<file path="src/rtl/dchan_consts.svh">
// Constants for register-based D channel byte access.
`ifndef DCHAN_CONSTS_SVH
`define DCHAN_CONSTS_SVH

// ==========================================================
// Register indices on the control port.
`define DCH_ADDR_W 4
`define DCH_ADDR_RESET 4'h0
`define DCH_ADDR_CAUSE 4'h1
`define DCH_ADDR_ACT_CTRL 4'h2
`define DCH_ADDR_IRQ_STAT 4'h3
`define DCH_ADDR_IRQ_MASK 4'h4
`define DCH_ADDR_ACCESS 4'h5
`define DCH_ADDR_DATA 4'h6

// ==========================================================
// Field positions.
`define DCH_BIT_SOFT_RESET 3
`define DCH_BIT_PORT_ACCESS 1
`define DCH_BIT_ACT_REQ 3
`define DCH_BIT_CUST_EN 0
`define DCH_BIT_ACT_IRQ 3
`define DCH_BIT_OVERRUN 2

// ==========================================================
// Reset values and cause codes.
`define DCH_SOFT_RESET_RST 1'b1
`define DCH_BYTE_RST 8'h00
`define DCH_NIBBLE_RST 4'h0
`define DCH_CAUSE_BYTE 4'hf

// ==========================================================
// Timing: byte period in microseconds and clock rate in MHz.
`define DCH_BYTE_PERIOD_US 500
`define DCH_CLK_MHZ 100
`define DCH_TIMER_W 16

`endif

</file>
<file path="src/rtl/dchan_pkg.sv">
// Types shared by the D channel register access design.
package dchan_pkg;

    // Byte interrupt state, Gray coded along idle, unread, held.
    typedef enum logic [1:0] {
        DCH_IDLE = 2'b00,
        DCH_UNREAD = 2'b01,
        DCH_ACT_HELD = 2'b11
    } dch_state_t;

endpackage

</file>
<file path="src/rtl/dchan_byte_timer.sv">
// Periodic byte tick generator for the D channel register path.
`include "dchan_consts.svh"

module dchan_byte_timer
    import dchan_pkg::*;
#(
    parameter logic [`DCH_TIMER_W-1:0] PERIOD_CYCLES = `DCH_TIMER_W'(
        `DCH_BYTE_PERIOD_US * `DCH_CLK_MHZ)
) (
    input wire logic clk,
    input wire logic rst,
    input wire logic run,
    output logic tick_q
);

    logic [`DCH_TIMER_W-1:0] count_q;

    // ======================================================
    // Count down one period; restart from full when stopped so
    // the first byte arrives one whole period after enabling.
    always_ff @(posedge clk) begin
        if (rst || !run) begin
            count_q <= PERIOD_CYCLES - `DCH_TIMER_W'(1);
            tick_q <= 1'b0;
        end else if (count_q == '0) begin
            count_q <= PERIOD_CYCLES - `DCH_TIMER_W'(1);
            tick_q <= 1'b1;
        end else begin
            count_q <= count_q - `DCH_TIMER_W'(1);
            tick_q <= 1'b0;
        end
    end

endmodule

</file>
<file path="src/rtl/dchan_register_access.sv">
// Register-based D channel byte access with combined interrupt.
//
// Behaviour
// - Active access moves both link bytes through the data register.
// - Each new received byte loads cause nibble 1111 when enabled.
// - Byte interrupt repeats every 500 microseconds during access.
// - Activation colliding with a byte interrupt waits for a data read.
// - Combined interrupt shows in the flag bit; host tests it first.
// - Successful initial activation puts code A or B in cause nibble.
// - Error puts code 4 in cause nibble; host gives up activation.
`include "dchan_consts.svh"

module dchan_register_access
    import dchan_pkg::*;
#(
    parameter logic [`DCH_TIMER_W-1:0] BYTE_PERIOD_CYCLES = `DCH_TIMER_W'(
        `DCH_BYTE_PERIOD_US * `DCH_CLK_MHZ)
) (
    input wire logic clk,
    input wire logic rst,
    // Control port.
    input wire logic [`DCH_ADDR_W-1:0] addr,
    input wire logic [7:0] wdata,
    input wire logic we,
    input wire logic re,
    output logic [7:0] rdata_q,
    output logic irq_q,
    // Status from the rest of the transceiver, same clock.
    input wire logic activation_done,
    input wire logic transparent_enabled,
    input wire logic act_event,
    input wire logic [3:0] act_code,
    input wire logic [7:0] rx_dchan_byte,
    // Controls and data toward the transceiver.
    output logic soft_reset_q,
    output logic activation_request_q,
    output logic customer_data_enable_q,
    output logic dchan_access_active_q,
    output logic [7:0] tx_dchan_byte_q,
    output logic tx_dchan_strobe_q
);

    // ======================================================
    // Address decode shared by the write and read paths.
    function automatic logic hit(
        input logic [`DCH_ADDR_W-1:0] a,
        input logic [`DCH_ADDR_W-1:0] idx
    );
        hit = (a == idx);
    endfunction

    logic dchan_port_access_enable_q;
    logic [7:0] irq_mask_reg_q;
    logic [7:0] irq_stat_q;
    logic [7:0] irq_stat_set;
    logic [7:0] irq_stat_clr;
    logic [3:0] irq_cause_nibble_q;
    logic [3:0] held_code_q;
    logic [7:0] dchan_rx_q;
    logic [7:0] dchan_data_reg_q;
    dch_state_t state_q;
    dch_state_t state_d;
    logic access_ok;
    logic byte_tick;
    logic byte_irq_en;
    logic data_rd;
    logic byte_rep;
    logic act_now;
    logic act_hold;
    logic act_release;

    // ======================================================
    // Access gate: all conditions must hold before the timer
    // runs and the data register carries link bytes.
    assign access_ok = !soft_reset_q && activation_done
        && transparent_enabled
        && dchan_port_access_enable_q;

    // Byte interrupt needs the mask bit as well as access.
    assign byte_irq_en = irq_mask_reg_q[`DCH_BIT_ACT_IRQ]
        && dchan_port_access_enable_q;

    assign data_rd = re && hit(addr, `DCH_ADDR_DATA);

    // A reported byte is one that reaches the cause nibble.
    assign byte_rep = byte_tick && byte_irq_en;

    dchan_byte_timer #(
        .PERIOD_CYCLES(BYTE_PERIOD_CYCLES)
    ) u_timer (
        .clk(clk),
        .rst(rst),
        .run(access_ok),
        .tick_q(byte_tick)
    );

    // ======================================================
    // Activation collision handling. An activation event is
    // reported at once only when no byte interrupt is pending
    // or arriving; otherwise its code is parked until the host
    // reads the data register, so the byte code is not lost.
    assign act_now = act_event && (state_q == DCH_IDLE)
        && !byte_rep;
    assign act_hold = act_event && !act_now;
    assign act_release = (state_q == DCH_ACT_HELD) && !byte_rep
        && (data_rd || !access_ok);

    // Next state of the byte interrupt tracker.
    always_comb begin
        state_d = state_q;
        unique case (state_q)
            DCH_IDLE: begin
                if (act_hold) begin
                    state_d = DCH_ACT_HELD;
                end else if (byte_rep) begin
                    state_d = DCH_UNREAD;
                end
            end
            DCH_UNREAD: begin
                if (act_hold) begin
                    state_d = DCH_ACT_HELD;
                end else if (data_rd && !byte_rep) begin
                    state_d = DCH_IDLE;
                end
            end
            DCH_ACT_HELD: begin
                if (act_release) begin
                    state_d = DCH_IDLE;
                end
            end
            default: begin
                state_d = DCH_IDLE;
            end
        endcase
        // A parked code leaves only through its release, so a last
        // tick landing as access drops cannot discard it.
        if (!access_ok && !act_hold
            && state_q != DCH_ACT_HELD) begin
            state_d = DCH_IDLE;
        end
    end

    // Tracker state register.
    always_ff @(posedge clk) begin
        if (rst) begin
            state_q <= DCH_IDLE;
        end else begin
            state_q <= state_d;
        end
    end

    // Parked activation code; a later collision overwrites it
    // because only the newest activation result matters.
    always_ff @(posedge clk) begin
        if (rst) begin
            held_code_q <= `DCH_NIBBLE_RST;
        end else if (act_hold) begin
            held_code_q <= act_code;
        end
    end

    // ======================================================
    // Cause nibble. The byte code takes priority in its cycle;
    // an activation in that cycle is parked, not dropped.
    always_ff @(posedge clk) begin
        if (rst) begin
            irq_cause_nibble_q <= `DCH_NIBBLE_RST;
        end else if (byte_rep) begin
            irq_cause_nibble_q <= `DCH_CAUSE_BYTE;
        end else if (act_now) begin
            irq_cause_nibble_q <= act_code;
        end else if (act_release) begin
            irq_cause_nibble_q <= held_code_q;
        end
    end

    // ======================================================
    // Sticky interrupt status, write one to clear. A set in
    // the same cycle as its clear wins, so no event is lost.
    always_comb begin
        irq_stat_set = 8'h00;
        irq_stat_set[`DCH_BIT_ACT_IRQ] = byte_rep || act_now
            || act_release;
        irq_stat_set[`DCH_BIT_OVERRUN] = byte_rep
            && (state_q != DCH_IDLE) && !data_rd;
        irq_stat_clr = (we && hit(addr, `DCH_ADDR_IRQ_STAT))
            ? wdata : 8'h00;
    end

    genvar gi;
    generate
        for (gi = 0; gi < 8; gi++) begin : g_stat
            // One sticky bit per status position.
            always_ff @(posedge clk) begin
                if (rst) begin
                    irq_stat_q[gi] <= 1'b0;
                end else if (irq_stat_set[gi]) begin
                    irq_stat_q[gi] <= 1'b1;
                end else if (irq_stat_clr[gi]) begin
                    irq_stat_q[gi] <= 1'b0;
                end
            end
        end
    endgenerate

    // Level interrupt, one cycle behind the status it shows.
    always_ff @(posedge clk) begin
        if (rst) begin
            irq_q <= 1'b0;
        end else begin
            irq_q <= |(irq_stat_q & irq_mask_reg_q);
        end
    end

    // ======================================================
    // Host-written control registers.
    always_ff @(posedge clk) begin
        if (rst) begin
            soft_reset_q <= `DCH_SOFT_RESET_RST;
        end else if (we && hit(addr, `DCH_ADDR_RESET)) begin
            soft_reset_q <= wdata[`DCH_BIT_SOFT_RESET];
        end
    end

    // Activation request and customer data enable.
    always_ff @(posedge clk) begin
        if (rst) begin
            activation_request_q <= 1'b0;
            customer_data_enable_q <= 1'b0;
        end else if (we && hit(addr, `DCH_ADDR_ACT_CTRL)) begin
            activation_request_q <= wdata[`DCH_BIT_ACT_REQ];
            customer_data_enable_q <= wdata[`DCH_BIT_CUST_EN];
        end
    end

    // Interrupt mask, same layout as the status register.
    always_ff @(posedge clk) begin
        if (rst) begin
            irq_mask_reg_q <= 8'h00;
        end else if (we && hit(addr, `DCH_ADDR_IRQ_MASK)) begin
            irq_mask_reg_q <= wdata;
        end
    end

    // Port access enable for the data register.
    always_ff @(posedge clk) begin
        if (rst) begin
            dchan_port_access_enable_q <= 1'b0;
        end else if (we && hit(addr, `DCH_ADDR_ACCESS)) begin
            dchan_port_access_enable_q <=
                wdata[`DCH_BIT_PORT_ACCESS];
        end
    end

    // ======================================================
    // Byte path. The host's transmit byte is held until the
    // next tick, so a late write simply repeats the old status.
    always_ff @(posedge clk) begin
        if (rst) begin
            dchan_data_reg_q <= `DCH_BYTE_RST;
        end else if (we && hit(addr, `DCH_ADDR_DATA)) begin
            dchan_data_reg_q <= wdata;
        end
    end

    // Received byte and transmit hand-off on each tick.
    always_ff @(posedge clk) begin
        if (rst) begin
            dchan_rx_q <= `DCH_BYTE_RST;
            tx_dchan_byte_q <= `DCH_BYTE_RST;
            tx_dchan_strobe_q <= 1'b0;
        end else begin
            tx_dchan_strobe_q <= byte_tick;
            if (byte_tick) begin
                dchan_rx_q <= rx_dchan_byte;
                tx_dchan_byte_q <= dchan_data_reg_q;
            end
        end
    end

    // Access state made visible to the transceiver.
    always_ff @(posedge clk) begin
        if (rst) begin
            dchan_access_active_q <= 1'b0;
        end else begin
            dchan_access_active_q <= access_ok;
        end
    end

    // ======================================================
    // Read data stand one cycle after the strobe, zero else.
    // Reading the data register returns the received byte,
    // not the host's own transmit byte.
    always_ff @(posedge clk) begin
        if (rst || !re) begin
            rdata_q <= 8'h00;
        end else begin
            unique case (addr)
                `DCH_ADDR_RESET: begin
                    rdata_q <= {4'h0, soft_reset_q, 3'h0};
                end
                `DCH_ADDR_CAUSE: begin
                    rdata_q <= {4'h0, irq_cause_nibble_q};
                end
                `DCH_ADDR_ACT_CTRL: begin
                    rdata_q <= {4'h0, activation_request_q, 2'h0,
                        customer_data_enable_q};
                end
                `DCH_ADDR_IRQ_STAT: begin
                    rdata_q <= irq_stat_q;
                end
                `DCH_ADDR_IRQ_MASK: begin
                    rdata_q <= irq_mask_reg_q;
                end
                `DCH_ADDR_ACCESS: begin
                    rdata_q <= {5'h00, access_ok,
                        dchan_port_access_enable_q, 1'b0};
                end
                `DCH_ADDR_DATA: begin
                    rdata_q <= dchan_rx_q;
                end
                default: begin
                    rdata_q <= 8'h00;
                end
            endcase
        end
    end

endmodule

</file>
<file path="config.mk">
export PLATFORM = sky130hd
export DESIGN_NAME = dchan_register_access
export DESIGN_NICKNAME = d
export VERILOG_FILES = /design/src/rtl/dchan_pkg.sv /design/src/rtl/dchan_byte_timer.sv /design/src/rtl/dchan_register_access.sv
export VERILOG_INCLUDE_DIRS = /design/src /design/src/rtl
export SDC_FILE = /design/constraint.sdc
export NUM_CORES = 1
export LEC_CHECK = 0
export ABC_AREA = 1
export BUFFER_PORTS_ARGS = -buffer_cell sky130_fd_sc_hd__buf_2
export CORE_MARGIN = 1.5
export CORE_UTILIZATION = 50
export DETAILED_ROUTE_END_ITERATION = 8
export PLACE_DENSITY = 0.75
export SYNTH_ARGS = -nofsm -noshare
export SYNTH_HDL_FRONTEND = slang
export SYNTH_SLANG_ARGS = --single-unit
</file>
<file path="constraint.sdc">
create_clock -name clk -period 1.3 [get_ports clk]
set_input_delay 0.195 -clock clk [delete_from_list [all_inputs] [get_ports clk]]
set_output_delay 0.195 -clock clk [all_outputs]
set_load 0.01 [all_outputs]
</file>
Yosys cells after proc, flatten, opt, wreduce, memory -nomap -nowiden
Index checks and enable logic that the tools add are counted.
Widths: inputs -> output; s select.
{ "classes": {"add_sub_neg": 1, "n_reduce_logical": 45, "eq_ne": 12, "bitwise": 1, "mux": 16} }
{ "ops": {"columns": ["operator", "count"], "rows": [
  ["$pmux 8 s7", 1],
  ["$logic_and 1x1->1", 22],
  ["$logic_not 16->1", 1],
  ["$mux 4", 4],
  ["$sub 16x1->16 const B", 1],
  ["$eq 4x3->1 const B", 3],
  ["$mux 2", 5],
  ["$and 4x8->8", 1],
  ["$eq 4x2->1 const B", 2],
  ["$reduce_or 8->1", 1],
  ["$logic_not 1->1", 7],
  ["$ne 3x3->1 const B", 2],
  ["$pmux 2 s3", 1],
  ["$reduce_bool 2->1", 3],
  ["$logic_or 1x1->1", 5],
  ["$mux 1", 5],
  ["$eq 4x1->1 const B", 1],
  ["$logic_not 4->1", 1],
  ["$ne 2x2->1 const B", 2],
  ["$reduce_or 2->1", 2],
  ["$reduce_and 3->1", 1],
  ["$reduce_bool 3->1", 1],
  ["$eq 2x1->1 const B", 1],
  ["$eq 2x2->1 const B", 1],
  ["$logic_not 2->1", 1]
]} }
{ "totals": {"out_inout_bits": 22, "ff_bits": 76, "inputBits": 31, "word_cells": 94} }

Longest topological paths before layout
Gate-level depths: netlist of run 1.
{ "logic_depth": {"ltp_word": 10, "ltp_mapped": 9, "mapped_depth_nobuf": 9} }

Hierarchy
From an unflattened synthesis of run 1, not the netlist that was laid out.
{ "unflattened": {"hier_cells": 442, "hier_area_um2": 3291.9} }
{ "modules_own_cells": {"columns": ["mod", "instances", "cells_each", "area_per_inst_um2", "seq_area_each_um2"], "rows": [
  ["dchan_register_access", 1, 321, 2398.6, 1181.1],
  ["dchan_byte_timer", 1, 121, 893.4, 340.3]
]} }

Least setup slack after synthesis of run 1
OpenSTA, ideal clock, no wires.
{ "synth_path": {"path_kind": "reg2reg", "start": "register u_timer.count_q[0]", "end": "register u_timer.count_q[10]", "t_required_ns": 1.230, "stages_incl_launch_ff": 9, "n_path_buf": 0, "synth_period_minus_slack_ns": 1.310, "slack_ns": -0.010, "arrival_ns": 1.240, "cell_sequence": "dfxtp_1 -> inv_1 -> ha_1 -> nand3_1 -> nor2_1 -> nand2_1 -> nor2_1 -> nand3b_1 -> a21oi_1"} }
{ "synth_between": {"elab_chain_cells": 2, "elab_cells_between_ends": 3, "classes_between": "add/sub: 1; reduce/logical: 2"} }
{ "synth_rtl": {"columns": ["item", "line_no", "rtl"], "rows": [
  ["from (decl)", "dchan_byte_timer.sv:16", "logic [`DCH_TIMER_W-1:0] count_q;"],
  ["from (signal assigned)", "dchan_byte_timer.sv:23", "count_q <= PERIOD_CYCLES - `DCH_TIMER_W'(1);"],
  ["from (signal assigned)", "dchan_byte_timer.sv:26", "count_q <= PERIOD_CYCLES - `DCH_TIMER_W'(1);"],
  ["from (signal assigned)", "dchan_byte_timer.sv:29", "count_q <= count_q - `DCH_TIMER_W'(1);"],
  ["branches (longest 2 deep; another with $sub 16x1->16)", null, null]
]} }
Several ways; the timed one is not identified.
A chain may end at the register's enable or synchronous reset.

Final worst setup path of run 1
{ "layout_path": {"start": "register u_timer.count_q[1]", "end": "register u_timer.count_q[14]"} }
Same word-level chain as after synthesis.

==> impl_metrics.ini, run 1 <==
[placed_design]
place.gp.congestion = 0.864
dpl_cell_area_mm2 = 0.00359
dpl.cell_count = 560
dp_hpwl_um = 5370
portBuffers = 52
pre_cts_slack_ps = -82.9

[grt]
grt_max_degree = 30
grt-ovfl-total = 0
grt_pass1_wl_um = 12300
grt.total_usage_pct = 23.8
grt_pass1_vias = 2805
antenna_found_initial = 0

[floorplan]
die_y_um = 82.6
ios = 53
start_util_pct = 52.5
design.die.area_mm2 = 0.00682
core-area_mm2 = 0.00603
rows = 28
fp.dieW_um = 82.6

[layout]
final_util_pct = 66.3
nFillCells = 518
diodes = 0
nets = 538
seq_area_mm2 = 0.00153
final_cells = 585
area_delta_synth_final_pct = 26.1
drive_gt1_share_pct = 27.5
design_area_mm2 = 0.00399
multi_input_area_mm2 = 0.00152

[worst_setup_path]
critPathMaxFanout = 3
crit_path_start = u_timer.count_q[1]$_SDFF_PP1_
critical_path_class = reg -> reg
cp.required_ps = 1540
cp-endpoint = u_timer.count_q[14]$_SDFF_PP1_
rr_startpoint = u_timer.count_q[1]$_SDFF_PP1_
start_kind = register
r2r_end = u_timer.count_q[14]$_SDFF_PP1_
rr_worst_depth = 7
arrival_ps = 1510
regToRegSetupSlack_ps = 20
end_kind = register

[detailed_routing]
drt_iter0_drc = 232
dr_total_vias = 3092
drtAntennaViolNets = 0
drcViolationCount = 0
first_pass_iters = 5
wirelength_um = 7890
wire_per_inst_um = 13.5
via_per_inst = 5.29

[timing]
slew_violations = 0
setup_slack_ps = 24.2
min_period_ps = 1280
hold_viol = 0
setup_tns_ps = 0
fin_hold_ws_ps = 61.3
period_share_pct = 98.1
rsz0062_at_grt = yes
finalSetupViolCount = 0
fmax_mhz = 784
slew_headroom_pct = 78.5
finClkSkew_ps = 9.27
worst_pin_slew_ps = 322

[cts]
clockBufferDepth = 2
cts_root_buf = clkbuf_8
path_clk_slew_ps = 80
clk_latency_ps = 350
cts_inserted_buffers = 9
cts_hold_buf = 0
clkSinkCount = 76
cts_tree = yes
h-tree-depth = 3

[yosys]
syn-num-nets = 460
yosysMostFrequentCell = dfxtp_1
synthesis.area_mm2 = 0.00317
synth_top_area_share_pct = 48.1
ys_seq_elements = 76
postSynthAreaPerCell_um2 = 7.41
ys_types = 33
syn_inst = 427
synthArstFlopShare_pct = 0
synth_flop_cell = dfxtp_1
synth_common_cells = dfxtp_1 (76), nor2_1 (69), nand2_1 (67)
synth-edff-count = 0
synth_top_area_cell = dfxtp_1
ys_seq_area_share_pct = 48.1
synth_area_leaders = dfxtp_1 (48%), nor2_1 (8.2%), nand2_1 (7.9%)
yosys_warnings = 0

[pwr]
design_power_total_mw = 4.63
ir_drop_uv = 799
p_leak_nw = 1.76
p_per_area_mw_per_mm2 = 1160

[flow_run]
maxCapViolations = 0

[worst_hold_path]
hold_path_class = in -> reg

[run_status]
outcome = finished clean
==> state kept, by name, summed over array words and instances, names as in the netlist <==
signal                      count
u_timer.count_q                16
dchan_data_reg_q                8
dchan_rx_q                      8
irq_mask_reg_q                  8
rdata_q                         8
tx_dchan_byte_q                 8
held_code_q                     4
irq_cause_nibble_q              4
irq_stat_q                      2
state_q                         2
activation_request_q            1
customer_data_enable_q          1
dchan_access_active_q           1
dchan_port_access_enable_q      1
irq_q                           1
soft_reset_q                    1
tx_dchan_strobe_q               1
u_timer.tick_q                  1
==> where the power goes <==
part	internal, mW	total, mW	switching [mW]	leakage, nW
logic	0.0912	0.240	0.149	1.04
clock network	1.14	2.03	0.887	0.106
registers	2.35	2.36	0.0120	0.615
==> critical path, stage by stage, from the launching register on <==
cell	delay, ps
dfxtp_1	330
inv_2	80
ha_4	150
nand3_4	90
nor2_4	140
nand3_1	140
o21ai_1	150
nand3_1	80
==> cell families after synthesis <==
| kind of cell | Yosys count | share of synthesized area [%] |
|---|---|---|
| simple gates | 196 | 27.9 |
| compound gates | 93 | 15.2 |
| flops | 76 | 48.1 |
| buf+inv | 58 | 7.51 |
| xor+xnor | 2 | 0.553 |
| fa+ha+maj | 2 | 0.790 |
==> cell usage in the layout (no fill, tap or decap), types with 2 or more instances in the layout <==
master      instances
inv_6               2
nor3_1              3
bufinv_16           2
nor2_1             62
nand3_1            32
dfxtp_1            71
o22ai_1             2
nand2_2            10
nand3_2             3
buf_4              25
clkbuf_8           10
nand3b_1            2
nor2_4              8
dfxtp_2             5
clkinvlp_4          2
nand2_4             3
o21ai_0            41
nor2_2              5
a21oi_1            42
buf_2              52
nand4_1             3
nand2_1            62
inv_2               6
inv_1              37
o21ai_1             3
==> layout make-up <==
type,count,area share [%]
Tap cell,75,2.35
Timing Repair Buffer,77,11.2
Sequential cell,76,38.3
Inverter,46,4.51
Multi-Input combinational cell,295,38.0
Clock buffer,11,3.54
Clock inverter,5,2.10
==> per-layer routing <==
| layer | share of wire [%] | track usage, % |
|---|---|---|
| met5 | 0 | 0 |
| met4 | 2.2 | 10.8 |
| met3 | 6.7 | 5.93 |
| met2 | 47 | 37.6 |
| met1 | 45 | 30.5 |
==> timing repair <==
| action | 4_1_cts | 5_1_grt |
|---|---|---|
| setup endpoints to repair | 12 | 22 |
| gates resized for setup | 10 | 28 |
| pin swaps | 4 | 10 |
| cloned | 0 | 2 |
| setup buffers | 0 | 7 |
==> worst min path at each step <==
stage               depth (start not counted)  slack [ps]                                to                          start
CTS                                         3          50        dchan_rx_q[7]$_SDFFE_PP0P_               rx_dchan_byte[7]
detailed placement                          1         380     u_timer.count_q[0]$_SDFF_PP1_  u_timer.count_q[0]$_SDFF_PP1_
global placement                            1         370     u_timer.count_q[0]$_SDFF_PP1_  u_timer.count_q[0]$_SDFF_PP1_
global route                                3          70        dchan_rx_q[4]$_SDFFE_PP0P_               rx_dchan_byte[4]
finish                                      3          60        dchan_rx_q[7]$_SDFFE_PP0P_               rx_dchan_byte[7]
floorplan                                   1         260  dchan_data_reg_q[0]$_SDFFE_PP0P_                            rst
(Power assumes the default switching activity.)
==> inputs of run 2 (changes only) <==
--- a/config.mk
+++ b/config.mk
@@ -9,9 +9,10 @@
 export ABC_AREA = 1
 export BUFFER_PORTS_ARGS = -buffer_cell sky130_fd_sc_hd__buf_2
 export CORE_MARGIN = 1.5
-export CORE_UTILIZATION = 50
+export CORE_UTILIZATION = 55
+export CTS_BUF_LIST = sky130_fd_sc_hd__clkbuf_8 sky130_fd_sc_hd__clkbuf_16
 export DETAILED_ROUTE_END_ITERATION = 8
-export PLACE_DENSITY = 0.75
+export PLACE_DENSITY = 0.78
 export SYNTH_ARGS = -nofsm -noshare
 export SYNTH_HDL_FRONTEND = slang
 export SYNTH_SLANG_ARGS = --single-unit
==> constraint.sdc (replaced) <==
create_clock -name clk -period 1.4 [get_ports clk]
set_input_delay 0.21 -clock clk [delete_from_list [all_inputs] [get_ports clk]]
set_output_delay 0.21 -clock clk [all_outputs]
set_load 0.01 [all_outputs]
==> run 2 against run 1 <==
Clock-buffer cell count fell by 2; sequential share of layout area grew 1.3 points; highest routed layer unchanged; worst hold slack better by 23 ps; die area is 8.8% lower; clock skew decreased by 3.8 ps; power is 9.1% lower; first-iteration DRC count fell by 26%; cell area fell by 3.8%; wire length is 6.5% lower; clock power down 11%; global-route usage grew 1.0 points; largest cell class unchanged.
==> impl_metrics.ini, run 2 (synthesis results as in run 1) <==
[cts]
cts_root_buf = clkbuf_8
cts_inserted_buffers = 9
cts_tree = yes
clkSinkCount = 76
clk_latency_ps = 340
clockBufferDepth = 2
path_clk_slew_ps = 80
h-tree-depth = 3
cts_hold_buf = 0

[worst_hold_path]
hold_path_class = in -> reg
whs_path_depth = 3

[layout]
final_cells = 569
area_delta_synth_final_pct = 21.4
design_area_mm2 = 0.00384
layout_common_cells = dfxtp_1 (76), nand2_1 (64), nor2_1 (63)
largest_reg_flops = 16
final_util_pct = 69.4
diodes = 0
drive_gt1_share_pct = 23.7
regMostFlops = u_timer.count_q
nets = 526
mostFrequentLayoutCell = dfxtp_1

[timing]
finalSetupViolCount = 0
min_period_ps = 1330
setup_slack_ps = 72.5
finClkSkew_ps = 5.46
period_share_pct = 94.8
slew_violations = 0
fin_hold_ws_ps = 84.5
slew_headroom_pct = 80.7
setup_tns_ps = 0
hold_viol = 0
fmax_mhz = 753
worst_pin_slew_ps = 289

[detailed_routing]
drt_iter0_drc = 172
via_per_inst = 5.15
wirelength_um = 7380
drcViolationCount = 0
dr_total_vias = 2933
drtAntennaViolNets = 0
wire_per_inst_um = 13.0
first_pass_iters = 4

[grt]
grt_pass1_vias = 2746
antenna_found_initial = 0
grt_pass1_wl_um = 11900
grt.total_usage_pct = 24.8
grt_max_degree = 38
grt-ovfl-total = 0

[placed_design]
dpl.cell_count = 549
pre_cts_slack_ps = -32.9
dp_hpwl_um = 5260
dpl_cell_area_mm2 = 0.00354
portBuffers = 52
place.gp.congestion = 0.881

[floorplan]
rows = 27
die_y_um = 78.9
design.die.area_mm2 = 0.00622
fp.dieW_um = 78.9
start_util_pct = 57.1
ios = 53
core-area_mm2 = 0.00554

[run_status]
outcome = finished clean

[worst_setup_path]
cp.required_ps = 1690
critPathMaxFanout = 5
end_kind = register
start_kind = register
critical_path_class = reg -> reg
arrival_ps = 1620
rr_worst_depth = 9

[pwr]
design_power_total_mw = 4.21
swShare_pct = 22.5
power_frac_clock_pct = 42.9
ir_drop_uv = 1020
intPower_mw = 3.26
p_leak_nw = 1.68
netSwitchingPower_mw = 0.947
p_per_area_mw_per_mm2 = 1090
p_comb_share_pct = 5.0
seq_power_share_pct = 52.1

[flow_run]
maxCapViolations = 0
==> run 2: changes by cell type in the layout (fill, tap and decap cells not counted), moves of 2 or more <==
cell     before  now
nand2_1      62   64
dfxtp_1      71   76
inv_1        37   39
buf_4        25   13
nor2_4        8    3
nor2_2        5    9
nand3_2       3    5
dfxtp_2       5    0
nand2_2      10    8
==> run 2: critical path, cell delays in order (launching register included) <==
cell     delay [ps]
dfxtp_1         350
nor2_2          150
nand2_2         110
nor2_4          160
inv_1           110
nor2_1          110
nand2_1          70
nor2_1          110
nor2_1           60
nand2_1          50
==> run 2: path summary, 6_finish.rpt <==
path | startpoint | to | slack, ps
worst max-delay path | u_timer.count_q[2]$_SDFF_PP1_ | u_timer.count_q[15]$_SDFF_PP1_ | 70
worst min-delay path | rx_dchan_byte[4] | dchan_rx_q[4]$_SDFFE_PP0P_ | 80
worst max register to register | u_timer.count_q[2]$_SDFF_PP1_ | u_timer.count_q[15]$_SDFF_PP1_ | 70
worst min register to register | u_timer.count_q[0]$_SDFF_PP1_ | u_timer.count_q[0]$_SDFF_PP1_ | 410
==> run 2: layout make-up <==
class | instances | area, µm²
Fill cell | 468 | 1700
Timing Repair Buffer | 66 | 378
Tap cell | 72 | 90.1
Clock buffer | 9 | 124
Inverter | 46 | 173
Multi-Input combinational cell | 294 | 1470
Clock inverter | 6 | 88.8
Sequential cell | 76 | 1520
==> run 2: per-layer routing <==
metal | up-vias | routed length, µm | global-route usage (%)
li1 | 1526 | - | -
met1 | 1336 | 3360 | 30.5
met2 | 65 | 3590 | 41.3
met3 | 6 | 349 | 4.71
met4 | 0 | 78 | 12.6
met5 | - | 0 | 0
==> run 2: timing repair <==
action / CTS / global route
pin swaps: 4 / 6
gates resized for setup: 4 / 14
setup endpoints to repair: 1 / 20
endpoints found under the hold margin: 0 / 0
buffers inserted: 2 / 2
cloned: 0 / 1
==> run 2: power by group through the flow <==
stage / logic (mW) / clock network, mW / registers, mW
3_3_place_gp: 0.204 / 0 / 2.24
5_1_grt: 0.236 / 1.91 / 2.19
6_report: 0.211 / 1.80 / 2.19
3_5_place_dp: 0.207 / 0 / 2.24
4_1_cts: 0.209 / 1.84 / 2.19
2_1_floorplan: 0.111 / 0 / 2.24
==> inputs of run 3 (changes only) <==
--- a/config.mk
+++ b/config.mk
@@ -6,8 +6,8 @@
 export SDC_FILE = /design/constraint.sdc
 export NUM_CORES = 1
 export LEC_CHECK = 0
-export ABC_AREA = 1
 export BUFFER_PORTS_ARGS = -buffer_cell sky130_fd_sc_hd__buf_2
+export CAP_MARGIN = 10
 export CORE_MARGIN = 1.5
 export CORE_UTILIZATION = 55
 export CTS_BUF_LIST = sky130_fd_sc_hd__clkbuf_8 sky130_fd_sc_hd__clkbuf_16
==> run 3 against run 2 <==
The flow now finishes with violations (setup timing); sequential power hardly changed; global-route usage is 0.94 points higher; synthesized area shrank 0.12%; worst setup slack lost 200 ps; clock power is 17% lower; wire length rose by 4.6%; first-iteration DRC count shrank 24%; non-clock buffer count up 41; via count is 2.0% lower; largest power group unchanged; highest routed layer unchanged.
==> impl_metrics.ini, run 3 <==
[timing]
finalSetupViolCount = 21
fmax_mhz = 654
slew_violations = 0
worst_pin_slew_ps = 406
hold_viol = 0
fin_hold_ws_ps = 86.3
slew_headroom_pct = 72.5
period_share_pct = 109
setup_slack_ps = -130
min_period_ps = 1530
finClkSkew_ps = 7.25
rsz0062_at_grt = yes

[layout]
nets = 484
drive_gt1_share_pct = 33.3
diodes = 0
regMostFlops = u_timer.count_q
nFillCells = 405
final_cells = 528
layout_common_cells = dfxtp_1 (72), buf_4 (55), buf_2 (52)
mostFrequentLayoutCell = dfxtp_1
area_delta_synth_final_pct = 30.9
largest_reg_flops = 16

[worst_setup_path]
rr_worst_depth = 3
crit_path_top_delay_cell = or4_4
start_kind = register
max_stage_delay_ps = 570
regToRegSetupSlack_ps = -130
critPathMaxFanout = 5
arrival_ps = 1830
crit_family = simple AND/OR/NAND/NOR gates
cp.required_ps = 1700
critical_path_class = reg -> reg
rr_startpoint = u_timer.count_q[10]$_SDFF_PP0_
crit_chain = or4_4 -> or4_1 -> nand3_1
end_kind = register
r2r_end = u_timer.count_q[15]$_SDFF_PP1_
critPathBufInv = 0

[run_status]
violations = setup timing
outcome = finished, violations left

[yosys]
syn_inst = 349
ys_seq_area_share_pct = 48.1
synth_top_area_share_pct = 48.1
synthArstFlopShare_pct = 0
synth_common_cells = dfxtp_1 (76), nor2_1 (45), nand2_1 (35)
syn-num-nets = 382
yosysMostFrequentCell = dfxtp_1
synthesis.area_mm2 = 0.00316
ys_seq_elements = 76
ys_types = 51
yosys_warnings = 0
synth_area_leaders = dfxtp_1 (48%), mux2i_1 (7.3%), nor2_1 (5.3%)
synth_top_area_cell = dfxtp_1
postSynthAreaPerCell_um2 = 9.06
synth_flop_cell = dfxtp_1
synth-edff-count = 0

[cts]
clk_latency_ps = 360
cts_root_buf = clkbuf_8
clockBufferDepth = 2
cts_hold_buf = 0
path_clk_slew_ps = 80
clkSinkCount = 76
h-tree-depth = 3
cts_inserted_buffers = 9
cts_tree = yes

[detailed_routing]
first_pass_iters = 4
drt_iter0_drc = 130
dr_total_vias = 2873
via_per_inst = 5.44
wire_per_inst_um = 14.6
drcViolationCount = 0
drtAntennaViolNets = 0
wirelength_um = 7710

[pwr]
seq_power_share_pct = 55.5
p_per_area_mw_per_mm2 = 952
intPower_mw = 2.94
power_frac_clock_pct = 38.1
swShare_pct = 25.4
p_leak_nw = 1.68
p_comb_share_pct = 6.4
netSwitchingPower_mw = 1.00
ir_drop_uv = 680

[worst_hold_path]
min_from = rx_dchan_byte[7]
min_to = dchan_rx_q[7]$_SDFFE_PP0P_
hold_path_class = in -> reg
whs_path_depth = 3

[flow_run]
maxCapViolations = 0

[grt]
grt_pass1_vias = 2704
grt.total_usage_pct = 25.7
grt-ovfl-total = 0
grt_max_degree = 22
grt_pass1_wl_um = 12400
antenna_found_initial = 0

[placed_design]
place.gp.congestion = 0.809
dp_hpwl_um = 5380
dpl.cell_count = 510
portBuffers = 52

[floorplan]
fp.dieW_um = 78.8
ios = 53
core-area_mm2 = 0.00554
design.die.area_mm2 = 0.00621
die_y_um = 78.8
rows = 27
start_util_pct = 57.1
## run 3: changes by cell type after synthesis, moves of 5 or more
cell     change
nor2_1      -24
mux2_2       +5
nand2_1     -32
nor3_1      +12
mux2i_1     +23
inv_1       -38
xor2_1       +7
o21ai_0     -41
nor2b_1      +8
a21oi_1     -17
a22oi_1      +6
## run 3: kinds of logic (layout without fill, tap and decap cells)
kind of cell / Yosys count / count (layout) / synth area share, %
xor+xnor: 10 / 10 / 2.77
compound gates: 52 / 53 / 11.1
fa+ha+maj: 2 / 2 / 0.791
simple gates: 161 / 161 / 25.5
buf+inv: 20 / 126 / 2.69
mux: 28 / 28 / 9.06
flops: 76 / 76 / 48.1
## run 3: how the worst max path moves through the flow
stage / startpoint / to / slack [ps] / cells after the start
final: u_timer.count_q[10]$_SDFF_PP0_ / u_timer.count_q[15]$_SDFF_PP1_ / -130 / 3
after global routing: u_timer.count_q[10]$_SDFF_PP0_ / u_timer.count_q[1]$_SDFF_PP1_ / -150 / 5
after CTS: u_timer.count_q[13]$_SDFF_PP0_ / u_timer.count_q[15]$_SDFF_PP1_ / -130 / 3
after detailed placement: u_timer.count_q[0]$_SDFF_PP1_ / u_timer.count_q[9]$_SDFF_PP1_ / -190 / 5
after global placement: addr[0] / irq_cause_nibble_q[1]$_SDFFE_PP0P_ / -110 / 5
after floorplan: u_timer.count_q[11]$_SDFF_PP0_ / u_timer.count_q[15]$_SDFF_PP1_ / -50 / 3
## run 3: what timing repair did
item / CTS / global route
pin swaps: 0 / 3
endpoints found under the setup margin: 21 / 25
resized for setup: 8 / 12
setup buffers: 0 / 1
gates cloned: 0 / 1
## run 3: tightest hold or removal path: cells and delay by family
kind                   cells  cell delay (ps)
muxes                      1               50
buffers and inverters      1               70
and+or+nand+nor            1               80
## run 3: layout make-up
| cell class | instances | area [µm²] | share of cell area, % |
|---|---|---|---|
| repair buffers | 107 | 673 | 16.3 |
| clock buffers | 9 | 124 | 2.99 |
| well taps | 72 | 90.1 | 2.18 |
| multi-input cells | 254 | 1660 | 40.1 |
| inverters | 3 | 11.3 | 0.272 |
| flip-flops and latches | 76 | 1530 | 36.9 |
| clock inverters | 7 | 51.3 | 1.24 |
## run 3: power by group through the flow
stage	clock (mW)	sequential (mW)	combinational [mW]
2_1_floorplan	0	2.24	0.119
6_report	1.50	2.19	0.254
3_5_place_dp	0	2.24	0.242
3_3_place_gp	0	2.24	0.239
5_1_grt	1.61	2.19	0.278
4_1_cts	1.53	2.19	0.250
## run 3: routing by layer
layer | vias to the layer above | GRT usage, % | wire length, µm
met1 | 1333 | 32.7 | 3490
met3 | 17 | 4.83 | 340
li1 | 1446 | - | -
met2 | 77 | 42.4 | 3690
met4 | 0 | 11.6 | 196
met5 | - | 0 | 0
## run 3: metrics by stage
step | power [mW] | utilization (%) | setup WS (ps) | setup TNS, ps | instance area, µm²
2_1_floorplan | 2.36 | - | -50.1 | -241 | 3180
3_3_place_gp | 2.48 | 69.9 | -106 | -2630 | 3870
3_5_place_dp | 2.48 | 69.9 | -187 | -4530 | 3870
4_1_cts | 3.97 | 73.7 | -130 | -920 | 4080
5_1_grt | 4.08 | 74.7 | -154 | -2390 | 4140
6_report | 3.94 | 74.7 | -130 | -1160 | 4140
